### config.mk
export PLATFORM = sky130hd
export DESIGN_NAME = csc_top
export DESIGN_NICKNAME = d
export VERILOG_FILES = /design/src/rtl/csc_pkg.sv /design/src/rtl/csc_wake_timer.sv /design/src/rtl/csc_clk_gate.sv /design/src/rtl/csc_top.sv
export VERILOG_INCLUDE_DIRS = /design/src /design/src/rtl
export SDC_FILE = /design/constraint.sdc
export NUM_CORES = 1
export LEC_CHECK = 0
export ABC_AREA = 1
export BUFFER_PORTS_ARGS = -buffer_cell sky130_fd_sc_hd__buf_2
export CORE_ASPECT_RATIO = 1.4
export CORE_MARGIN = 3
export CORE_UTILIZATION = 40
export DETAILED_ROUTE_END_ITERATION = 7
export PLACE_DENSITY_LB_ADDON = 0.15
export SLEW_MARGIN = 10
export SYNTH_ARGS = -nofsm -noshare
export SYNTH_HDL_FRONTEND = slang
export SYNTH_SLANG_ARGS = --single-unit
### constraint.sdc
create_clock -name sys_clk -period 3.69 [get_ports sys_clk]
set_input_delay 1.107 -clock sys_clk [delete_from_list [all_inputs] [get_ports sys_clk]]
set_output_delay 1.107 -clock sys_clk [all_outputs]
set_load 0.1 [all_outputs]
### src/rtl/csc_defines.svh
`ifndef CSC_DEFINES_SVH
`define CSC_DEFINES_SVH

// ************************************************************
// register addresses (external data space, reached by dptr)
// ************************************************************
`define CSC_ADDR_BROWNOUT_CONFIG     16'hFFC8
`define CSC_ADDR_CLOCK_CONTROL     16'hFFDE
// ************************************************************
// special function register addresses
// ************************************************************
`define CSC_SFR_TRIM        8'h96
`define CSC_SFR_AUX         8'hA2

// ************************************************************
// field positions
// ************************************************************
`define CSC_UCFG_DBL        7
`define CSC_UCFG_BOI_HI     5
`define CSC_UCFG_BOI_LO     3
`define CSC_TRIM_RC         7
`define CSC_TRIM_CLOCK_OUT_ENABLE      6
`define CSC_AUX_LP          7

// ************************************************************
// reset values
// ************************************************************
`define CSC_FOSC_RST        3'h0
`define CSC_TRIM_RST        6'h00
`define CSC_BOI_RST         3'h0

// ************************************************************
// source select codes
// ************************************************************
`define CSC_FOSC_XTAL_LO    3'h0
`define CSC_FOSC_XTAL_MED   3'h1
`define CSC_FOSC_XTAL_HI    3'h2
`define CSC_FOSC_RC         3'h3
`define CSC_FOSC_WDOSC      3'h4
`define CSC_FOSC_EXT        3'h7

// ************************************************************
// timing
// ************************************************************
`define CSC_SYS_MHZ         100
`define CSC_XTAL_OSC_CYC    11'h400
`define CSC_SHORT_OSC_CYC   11'h020
`define CSC_XTAL_EXTRA_US   60
`define CSC_RC_WAKE_US      200

`endif

### src/rtl/csc_pkg.sv
package csc_pkg;

    typedef enum logic [1:0] {
        CSC_WAKE_XTAL,
        CSC_WAKE_RC,
        CSC_WAKE_SHORT
    } csc_wake_t;

    typedef enum logic [1:0] {
        CSC_ST_INIT,
        CSC_ST_RUN,
        CSC_ST_WAKE
    } csc_phase_t;

    typedef struct packed {
        logic [15:0] addr;
        logic        via_dptr;
        logic        rd;
        logic        wr;
        logic [7:0]  wdata;
    } csc_xbus_t;

    typedef struct packed {
        logic [7:0] addr;
        logic       rd;
        logic       wr;
        logic [7:0] wdata;
    } csc_sfr_t;

endpackage

### src/rtl/csc_wake_timer.sv
`include "csc_defines.svh"

module csc_wake_timer import csc_pkg::*; #(
    parameter int XTAL_EXTRA_CYC = 6000,
    parameter int RC_WAKE_CYC    = 20000
) (
    input  wire logic      sys_clk,
    input  wire logic      sys_rst,
    input  wire logic      start,
    input  wire csc_wake_t kind,
    input  wire logic      osc_tick,
    output logic           busy,
    output logic           done
);

    typedef enum logic [1:0] {CSC_W_IDLE, CSC_W_OSC, CSC_W_TIME} csc_wph_t;
    typedef struct packed {
        csc_wph_t    ph;
        logic [10:0] osc_cnt;
        logic [14:0] time_cnt;
        logic        done;
    } csc_wst_t;

    csc_wst_t s_reg;
    csc_wst_t s_next;

    always_comb begin
        s_next = s_reg;
        s_next.done = 1'b0;
        if (start) begin
            // a new start restarts a run cut short by a reset
            s_next.osc_cnt  = (kind == CSC_WAKE_XTAL) ? `CSC_XTAL_OSC_CYC
                            : `CSC_SHORT_OSC_CYC;
            s_next.time_cnt = (kind == CSC_WAKE_XTAL)
                            ? 15'(XTAL_EXTRA_CYC)
                            : 15'(RC_WAKE_CYC);
            s_next.ph = (kind == CSC_WAKE_RC) ? CSC_W_TIME : CSC_W_OSC;
        end else begin
            unique case (s_reg.ph)
                CSC_W_IDLE: begin
                end
                CSC_W_OSC: if (osc_tick) begin
                    if (s_reg.osc_cnt == 11'h001) begin
                        if (kind == CSC_WAKE_XTAL) begin
                            s_next.ph = CSC_W_TIME;
                        end else begin
                            s_next.ph   = CSC_W_IDLE;
                            s_next.done = 1'b1;
                        end
                    end else begin
                        s_next.osc_cnt = s_reg.osc_cnt - 11'h001;
                    end
                end
                CSC_W_TIME: begin
                    if (s_reg.time_cnt <= 15'h0001) begin
                        s_next.ph   = CSC_W_IDLE;
                        s_next.done = 1'b1;
                    end else begin
                        s_next.time_cnt = s_reg.time_cnt - 15'h0001;
                    end
                end
            endcase
        end
    end

    always_ff @(posedge sys_clk or posedge sys_rst) begin
        if (sys_rst) begin
            s_reg <= '{CSC_W_IDLE, 11'h000, 15'h0000, 1'b0};
        end else begin
            s_reg <= s_next;
        end
    end

    assign busy = (s_reg.ph != CSC_W_IDLE);
    assign done = s_reg.done;
endmodule

### src/rtl/csc_clk_gate.sv
module csc_clk_gate (
    input  wire logic sys_clk,
    input  wire logic sys_rst,
    input  wire logic osc_tick,
    input  wire logic gate_open,
    input  wire logic clock_out_pin_en,
    output logic      cpu_tick,
    output logic      pclk_tick,
    output logic      clock_out_pin_level
);

    typedef struct packed {
        logic cpu;
        logic pclk;
        logic half;
        logic clock_out_pin;
    } csc_gst_t;

    csc_gst_t g_reg;
    csc_gst_t g_next;

    always_comb begin
        g_next = g_reg;
        // whole ticks only pass, so the gate never cuts a pulse
        g_next.cpu  = osc_tick & gate_open;
        g_next.pclk = g_next.cpu & g_reg.half;
        if (g_next.cpu) begin
            g_next.half = ~g_reg.half;
        end
        if (!clock_out_pin_en) begin
            g_next.clock_out_pin = 1'b0;
        end else if (g_next.cpu) begin
            g_next.clock_out_pin = ~g_reg.clock_out_pin;
        end
    end

    always_ff @(posedge sys_clk or posedge sys_rst) begin
        if (sys_rst) begin
            g_reg <= '{1'b0, 1'b0, 1'b0, 1'b0};
        end else begin
            g_reg <= g_next;
        end
    end

    assign cpu_tick     = g_reg.cpu;
    assign pclk_tick    = g_reg.pclk;
    assign clock_out_pin_level = g_reg.clock_out_pin;
endmodule

### src/rtl/csc_top.sv
// Notes on behaviour
// - clock control and brownout registers reached only by dptr external moves
// - power-on loads brownout bits from config 5:3
// - control register resets from config bits
// - machine cycle is two cpu clocks
// - oscillator clock chosen among four sources
// - peripheral clock is half cpu clock
// - rc oscillator nominal, doubler doubles it
// - trim reloads only on power-on or watchdog
// - clock out only when crystal unused
// - clock out toggles once per cpu clock
// - low power bit clears on reset
// - switch flag clears at start, sets done
// - crystal wake: 1024 cycles plus 60 us
// - rc wake lasts 200 to 300 us
// - watchdog or external wake: 32 cycles
// - watchdog oscillator rate 400 or 25 kHz
// - only low speed crystal may clock watchdog
`include "csc_defines.svh"

module csc_top import csc_pkg::*; #(
    parameter int XTAL_EXTRA_CYC = `CSC_XTAL_EXTRA_US * `CSC_SYS_MHZ,
    parameter int RC_WAKE_CYC    = `CSC_RC_WAKE_US * `CSC_SYS_MHZ
) (
    input  wire logic       sys_clk,
    input  wire logic       sys_rst,
    input  wire logic       soft_rst,
    input  wire logic       soft_rst_wdt,
    input  wire logic [7:0] user_config_byte1,
    input  wire logic [5:0] trim_factory,
    input  wire csc_xbus_t  xbus,
    output logic      [7:0] xd_rdata,
    input  wire csc_sfr_t   sfr,
    output logic      [7:0] sfr_rdata,
    input  wire logic       xtal_tick,
    input  wire logic       rc_tick,
    input  wire logic       wdosc_tick,
    input  wire logic       ext_tick,
    input  wire logic       rtc_uses_xtal,
    output logic            osc_clock,
    output logic            cpu_clock,
    output logic            pclk_tick,
    output logic            clock_out_pin_o,
    output logic            clock_out_pin_oe,
    output logic      [2:0] osc_src,
    output logic      [5:0] rc_trim,
    output logic            rc_doubler_bit,
    output logic            wdosc_slow,
    output logic            crystal_to_watchdog,
    output logic            low_power_clock_bit,
    output logic      [2:0] brownout_int_cfg,
    output logic            switch_done_flag
);

    // ************************************************************
    // state
    // ************************************************************
    typedef struct packed {
        csc_phase_t phase;
        logic       por_pending;
        logic       trim_pending;
        logic       switch_done_flag;
        logic       watchdog_mode_bit;
        logic       xtal_wd_bit;
        logic       rc_doubler_bit;
        logic [2:0] fosc_req;
        logic [2:0] fosc_act;
        logic [2:0] boicfg;
        logic [5:0] trim;
        logic       trim_rc;
        logic       clock_out_enable;
        logic       low_power_clock_bit;
        logic       gate_open;
        logic       wake_start;
        logic [7:0] xd_rdata;
        logic [7:0] sfr_rdata;
    } csc_state_t;

    csc_state_t s_reg;
    csc_state_t s_next;

    logic       wake_busy;
    logic       wake_done;
    logic       req_tick;
    logic       xtal_in_use;
    logic       clock_out_pin_en;
    logic       clock_out_pin_level;
    logic       wr_clock_control;
    logic       wr_brownout_config;
    logic       rd_clock_control;
    logic       rd_brownout_config;
    csc_wake_t  wake_kind;
    logic [7:0] clock_control_view;

    // ************************************************************
    // source helpers
    // ************************************************************
    function automatic logic is_xtal(input logic [2:0] f);
        is_xtal = (f == `CSC_FOSC_XTAL_LO) || (f == `CSC_FOSC_XTAL_MED)
               || (f == `CSC_FOSC_XTAL_HI);
    endfunction

    function automatic csc_wake_t kind_of(input logic [2:0] f);
        if (is_xtal(f)) begin
            kind_of = CSC_WAKE_XTAL;
        end else if (f == `CSC_FOSC_WDOSC || f == `CSC_FOSC_EXT) begin
            kind_of = CSC_WAKE_SHORT;
        end else begin
            kind_of = CSC_WAKE_RC;
        end
    endfunction

    function automatic logic tick_of(input logic [2:0] f,
                                     input logic       xt,
                                     input logic       rc,
                                     input logic       wd,
                                     input logic       ex);
        if (is_xtal(f)) begin
            tick_of = xt;
        end else if (f == `CSC_FOSC_WDOSC) begin
            tick_of = wd;
        end else if (f == `CSC_FOSC_EXT) begin
            tick_of = ex;
        end else begin
            tick_of = rc;
        end
    endfunction

    // ************************************************************
    // register decode
    // ************************************************************
    // only the dptr form of the external move reaches these
    assign wr_clock_control = xbus.wr && xbus.via_dptr
                    && xbus.addr == `CSC_ADDR_CLOCK_CONTROL;
    assign wr_brownout_config = xbus.wr && xbus.via_dptr
                    && xbus.addr == `CSC_ADDR_BROWNOUT_CONFIG;
    assign rd_clock_control = xbus.rd && xbus.via_dptr
                    && xbus.addr == `CSC_ADDR_CLOCK_CONTROL;
    assign rd_brownout_config = xbus.rd && xbus.via_dptr
                    && xbus.addr == `CSC_ADDR_BROWNOUT_CONFIG;

    assign clock_control_view = {s_reg.switch_done_flag, 1'b0,
                          s_reg.watchdog_mode_bit, s_reg.xtal_wd_bit,
                          s_reg.rc_doubler_bit, s_reg.fosc_req};

    assign wake_kind = kind_of(s_reg.fosc_req);
    assign req_tick  = tick_of(s_reg.fosc_req, xtal_tick, rc_tick,
                               wdosc_tick, ext_tick);

    // ************************************************************
    // next state
    // ************************************************************
    always_comb begin
        s_next = s_reg;
        s_next.wake_start = 1'b0;
        if (xbus.rd) begin
            s_next.xd_rdata = rd_clock_control ? clock_control_view
                            : rd_brownout_config ? {5'h00, s_reg.boicfg} : 8'h00;
        end
        if (sfr.rd) begin
            s_next.sfr_rdata = 8'h00;
            if (sfr.addr == `CSC_SFR_TRIM) begin
                s_next.sfr_rdata = {s_reg.trim_rc, s_reg.clock_out_enable,
                                    s_reg.trim};
            end else if (sfr.addr == `CSC_SFR_AUX) begin
                s_next.sfr_rdata = {s_reg.low_power_clock_bit, 7'h00};
            end
        end
        unique case (s_reg.phase)
            CSC_ST_INIT: begin
                s_next.fosc_req = user_config_byte1[2:0];
                s_next.fosc_act = user_config_byte1[2:0];
                s_next.rc_doubler_bit = user_config_byte1[`CSC_UCFG_DBL];
                s_next.switch_done_flag  = 1'b1;
                s_next.watchdog_mode_bit = 1'b0;
                s_next.xtal_wd_bit       = 1'b0;
                s_next.low_power_clock_bit = 1'b0;
                if (s_reg.por_pending) begin
                    s_next.boicfg = user_config_byte1[`CSC_UCFG_BOI_HI:`CSC_UCFG_BOI_LO];
                end
                if (s_reg.trim_pending) begin
                    s_next.trim    = trim_factory;
                    s_next.trim_rc = 1'b0;
                    s_next.clock_out_enable = 1'b0;
                end
                s_next.por_pending  = 1'b0;
                s_next.trim_pending = 1'b0;
                s_next.gate_open    = 1'b0;
                s_next.wake_start   = 1'b1;
                s_next.phase        = CSC_ST_WAKE;
            end
            CSC_ST_RUN: begin
                // writes during a switch are refused
                if (wr_clock_control && s_reg.switch_done_flag) begin
                    s_next.watchdog_mode_bit = xbus.wdata[5];
                    s_next.xtal_wd_bit       = xbus.wdata[4];
                    s_next.rc_doubler_bit    = xbus.wdata[3];
                    s_next.fosc_req          = xbus.wdata[2:0];
                    if (xbus.wdata[2:0] != s_reg.fosc_act) begin
                        s_next.switch_done_flag = 1'b0;
                        s_next.gate_open  = 1'b0;
                        s_next.wake_start = 1'b1;
                        s_next.phase      = CSC_ST_WAKE;
                    end
                end
            end
            CSC_ST_WAKE: begin
                // a done left from a run that a reset cut short is ignored
                if (wake_done && !s_reg.wake_start) begin
                    s_next.fosc_act  = s_reg.fosc_req;
                    s_next.gate_open = 1'b1;
                    s_next.switch_done_flag = 1'b1;
                    s_next.phase = CSC_ST_RUN;
                end
            end
            default: s_next.phase = CSC_ST_INIT;
        endcase
        if (wr_brownout_config) begin
            s_next.boicfg = xbus.wdata[2:0];
        end
        if (sfr.wr && sfr.addr == `CSC_SFR_TRIM) begin
            s_next.trim    = sfr.wdata[5:0];
            s_next.trim_rc = sfr.wdata[`CSC_TRIM_RC];
            s_next.clock_out_enable = sfr.wdata[`CSC_TRIM_CLOCK_OUT_ENABLE];
        end
        if (sfr.wr && sfr.addr == `CSC_SFR_AUX) begin
            // software sets this only with the cpu clock at or below 8 MHz
            s_next.low_power_clock_bit = sfr.wdata[`CSC_AUX_LP];
        end
        // a later reset takes precedence over the phase, gate, low power bit and trim reload set above
        if (soft_rst) begin
            s_next.phase        = CSC_ST_INIT;
            s_next.gate_open    = 1'b0;
            s_next.low_power_clock_bit = 1'b0;
            s_next.trim_pending = soft_rst_wdt;
        end
    end

    // ************************************************************
    // state register
    // ************************************************************
    always_ff @(posedge sys_clk or posedge sys_rst) begin
        if (sys_rst) begin
            s_reg <= '{CSC_ST_INIT, 1'b1, 1'b1, 1'b1, 1'b0, 1'b0, 1'b0,
                       `CSC_FOSC_RST, `CSC_FOSC_RST, `CSC_BOI_RST,
                       `CSC_TRIM_RST, 1'b0, 1'b0, 1'b0, 1'b0, 1'b0,
                       8'h00, 8'h00};
        end else begin
            s_reg <= s_next;
        end
    end

    // ************************************************************
    // wake delay and clock gate
    // ************************************************************
    csc_wake_timer #(
        .XTAL_EXTRA_CYC (XTAL_EXTRA_CYC),
        .RC_WAKE_CYC    (RC_WAKE_CYC)
    ) u_wake (
        .sys_clk  (sys_clk),
        .sys_rst  (sys_rst),
        .start    (s_reg.wake_start),
        .kind     (wake_kind),
        .osc_tick (req_tick),
        .busy     (wake_busy),
        .done     (wake_done)
    );

    assign osc_clock = tick_of(s_reg.fosc_act, xtal_tick, rc_tick,
                               wdosc_tick, ext_tick);

    assign crystal_to_watchdog = s_reg.xtal_wd_bit
                              && s_reg.fosc_act == `CSC_FOSC_XTAL_LO;
    assign xtal_in_use = is_xtal(s_reg.fosc_act) || rtc_uses_xtal
                      || crystal_to_watchdog;
    assign clock_out_pin_en   = s_reg.clock_out_enable && !xtal_in_use;

    csc_clk_gate u_gate (
        .sys_clk      (sys_clk),
        .sys_rst      (sys_rst),
        .osc_tick     (osc_clock),
        .gate_open    (s_reg.gate_open),
        .clock_out_pin_en    (clock_out_pin_en),
        .cpu_tick     (cpu_clock),
        .pclk_tick    (pclk_tick),
        .clock_out_pin_level (clock_out_pin_level)
    );

    // ************************************************************
    // outputs
    // ************************************************************
    assign clock_out_pin_o     = clock_out_pin_level;
    assign clock_out_pin_oe    = clock_out_pin_en;
    assign osc_src             = s_reg.fosc_act;
    assign rc_trim             = s_reg.trim;
    assign rc_doubler_bit      = s_reg.rc_doubler_bit;
    assign wdosc_slow          = s_reg.watchdog_mode_bit;
    assign low_power_clock_bit = s_reg.low_power_clock_bit;
    assign brownout_int_cfg    = s_reg.boicfg;
    assign switch_done_flag    = s_reg.switch_done_flag;
    assign xd_rdata            = s_reg.xd_rdata;
    assign sfr_rdata           = s_reg.sfr_rdata;
endmodule

==> results by group <==
Outcome
  • Outcome: finished, final reports clean

Clock network
  • CTS clk-pin slew, worst paths: 0.06 ns
  • Setup Fix Bufs, Post-CTS: 0
  • Sink Count: 76
  • Resized Gates After CTS: 0
  • CTS tree: built
  • H-tree depth: 3
  • Clk Latency, worst-skew pair: 0.35 ns
  • CTS Buffer Depth: 2
  • CTS Root Cell: clkbuf_16
  • Cts hold-fix bufs: 0
  • Clock buffer count from CTS: 9

Yosys
  • Register area share after synthesis: 0.412
  • Synth async-reset ratio: 1.00
  • Most used DFF post-synth: dfrtp_1
  • Yosys top cell by area: dfrtp_1
  • Register bit count reported by yosys: 76
  • Yosys warns: 0
  • Area share of the leading cell type in the synthesized netlist: 0.395
  • Largest cells by area after synthesis: dfrtp_1, nand2_1, inv_1
  • Average size of a mapped cell: 7.42 sq um
  • Synth Instances: 624
  • Syn Nets: 698
  • Post-synth EDFFs: 0
  • Yosys cell types: 43
  • Mapped Area: 0.00463 sq mm

Place
  • Port bufs: 101
  • Post-DP HPWL: 8710 microns
  • Placed Area: 0.00508 sq mm
  • Dpl cells: 832
  • RePlAce Congestion: 0.877
  • Pre-CTS setup slack: 0.518 ns

Worst hold path
  • Hold path startpoint: s_reg[41]
  • Worst hold-check path type: reg2reg
  • Hold EP: s_reg[41]
  • WHS Path Cells: 2

GRT
  • Initial antenna violation count: 0
  • Largest net degree at the start of global routing: 38
  • Wire length of the first global-routing pass: 19,000 microns
  • GR Util All Layers: 0.178
  • Grt total ovfl: 0
  • Vias in the first global route: 4,118

Worst setup path
  • R2R cell count: 5
  • RR Endpoint: osc_src[1]
  • Worst path slowest cell: buf_2
  • Buf/Inv on CP: 3
  • Crit Path Class: in2out
  • Setup crit start kind: input port
  • Crit-path cells: buf_2 > inv_1 > o211ai_1 > nand2_1 > nand2_1 > buf_2
  • Delay-heaviest family, CP: buffers and inverters
  • Crit path DAT: 2.05 ns
  • CP Max Fanout: 3
  • CP Launch Point: ext_tick
  • Largest stage delay on the critical path: 0.46 ns
  • R2R Setup Slk: 1.40 ns
  • Req. time, crit path: 2.58 ns
  • RR Startpoint: s_reg[16]
  • Crit path capture type: primary output

Timing
  • Final setup fails: 0
  • Endpoints failing hold: 0
  • Fin crit period: 3.16 ns
  • Slew HR: 0.435
  • Post-route setup TNS: 0 ns
  • Setup WS post-layout: 0.533 ns
  • Setup Skew: 0.00598 ns
  • Tcrit/Tclk final: 0.856
  • FMAX: 0.317 GHz
  • RSZ-0062 raised after global routing: no
  • Hold WS: 0.483 ns
  • Max-slew violations: 0
  • Slew @ Worst Pin: 0.846 ns

Routing
  • DR vias: 4,169
  • DR vias/cell: 4.92
  • 1st-iter DRT viols: 128
  • Post-route DRC: 0
  • WL/cell: 13.1 microns
  • Drt first pass iters: 4
  • Total Routed Length: 11,100 microns
  • DRT antenna net count: 0

Layout
  • Nets@finish: 776
  • Fillers: 1,119
  • Antenna cells: 0
  • Area delta synth->final: 16.9%
  • Most common cell after layout, fill and taps aside: nand2_1
  • Max FFs per register: 28
  • Reg area: 0.00191 sq mm
  • Area of the multi-input gates: 0.00215 sq mm
  • Layout Utilization: 0.488
  • Most frequent cells in the layout: nand2_1, buf_2, inv_1
  • Post-route cell area: 0.00541 sq mm
  • Layout cell share with drive strength beyond 1: 0.223
  • Fin cells: 848

Power and ir drop
  • Switching fraction of total power: 0.425
  • Final total power: 3.39 mW
  • Seq pwr share: 0.340
  • Internal cell power: 1.95 mW
  • Clock group share of total power: 0.291
  • Psw: 1.44 mW
  • Pwr dens: 626 mW/mm^2
  • Gate power share: 0.369
  • Peak supply drop: 0.000246 V
  • P_leak: 2.84 nW

Floorplan
  • Die Y-Extent: 133 microns
  • Die area: 0.0129 sq mm
  • Chip width: 96.9 microns
  • Initial Util: 0.417
  • # rows: 45
  • Floorplan Core Area: 0.0111 sq mm
  • I/O pins: 106

Flow run
  • MaxCap Viol Count: 0
[per-layer routing]
metal	wire length, microns	GRT usage	up-vias
met5	0	0	-
met4	252	0.0765	0
met3	574	0.0409	21
met2	5750	0.305	84
met1	4510	0.213	1923
li1	-	-	2141
[cell families (layout without fill, tap and decap cells)]
kind of cell / Yosys count / in the layout / share of synthesized area
compound gates: 77 / 77 / 0.0986
fa+ha+maj: 6 / 6 / 0.0162
simple gates: 333 / 333 / 0.326
xor+xnor: 11 / 11 / 0.0208
flops: 76 / 76 / 0.412
other cells: 1 / 1 / 0.000810
buf+inv: 120 / 203 / 0.126
[final cells by class]
| type | instances | area share |
|---|---|---|
| Clock buffer | 9 | 0.0416 |
| Clock inverter | 7 | 0.0196 |
| Inverter | 84 | 0.0585 |
| Multi-Input combinational cell | 428 | 0.397 |
| Sequential cell | 76 | 0.352 |
| Tap cell | 141 | 0.0326 |
| Timing Repair Buffer | 103 | 0.0985 |
[worst register-to-register path, cell delays in order (launching register included)]
cell,delay (ns)
dfrtp_1,0.54
inv_1,0.70
nand2_1,0.25
a21oi_1,0.47
o211ai_1,0.15
o21ai_0,0.10
[Yosys cell counts (4+ instances only)]
cell,n
nand2_2,5
dfrtp_1,73
ha_1,6
inv_1,79
nor2_2,5
xor2_1,10
o211ai_1,7
nor3_1,9
buf_4,29
nand3_2,4
nand4_1,16
o21ai_1,13
o21ai_0,36
nor2_1,61
nand2_1,163
nand3_1,55
a21oi_1,6
inv_2,4
[worst max path at each step]
| stage | endpoint | slack, ns | depth (start not counted) |
|---|---|---|---|
| floorplan | clock_out_pin_oe | 0.24 | 1 |
| global placement | osc_clock | 0.49 | 6 |
| detailed placement | osc_clock | 0.52 | 6 |
| CTS | osc_clock | 0.51 | 6 |
| global route | osc_clock | 0.43 | 6 |
| finish | osc_clock | 0.53 | 6 |
[power groups by stage]
stage,combinational (mW),clock [mW],sequential (mW)
after global placement,1.24,0,1.16
after detailed placement,1.26,0,1.16
after CTS,1.26,1.01,1.15
final,1.25,0.986,1.15
after global routing,1.42,1.04,1.18
after floorplan,1.07,0,1.13
No activity file was read; power rests on OpenSTA's default activity.
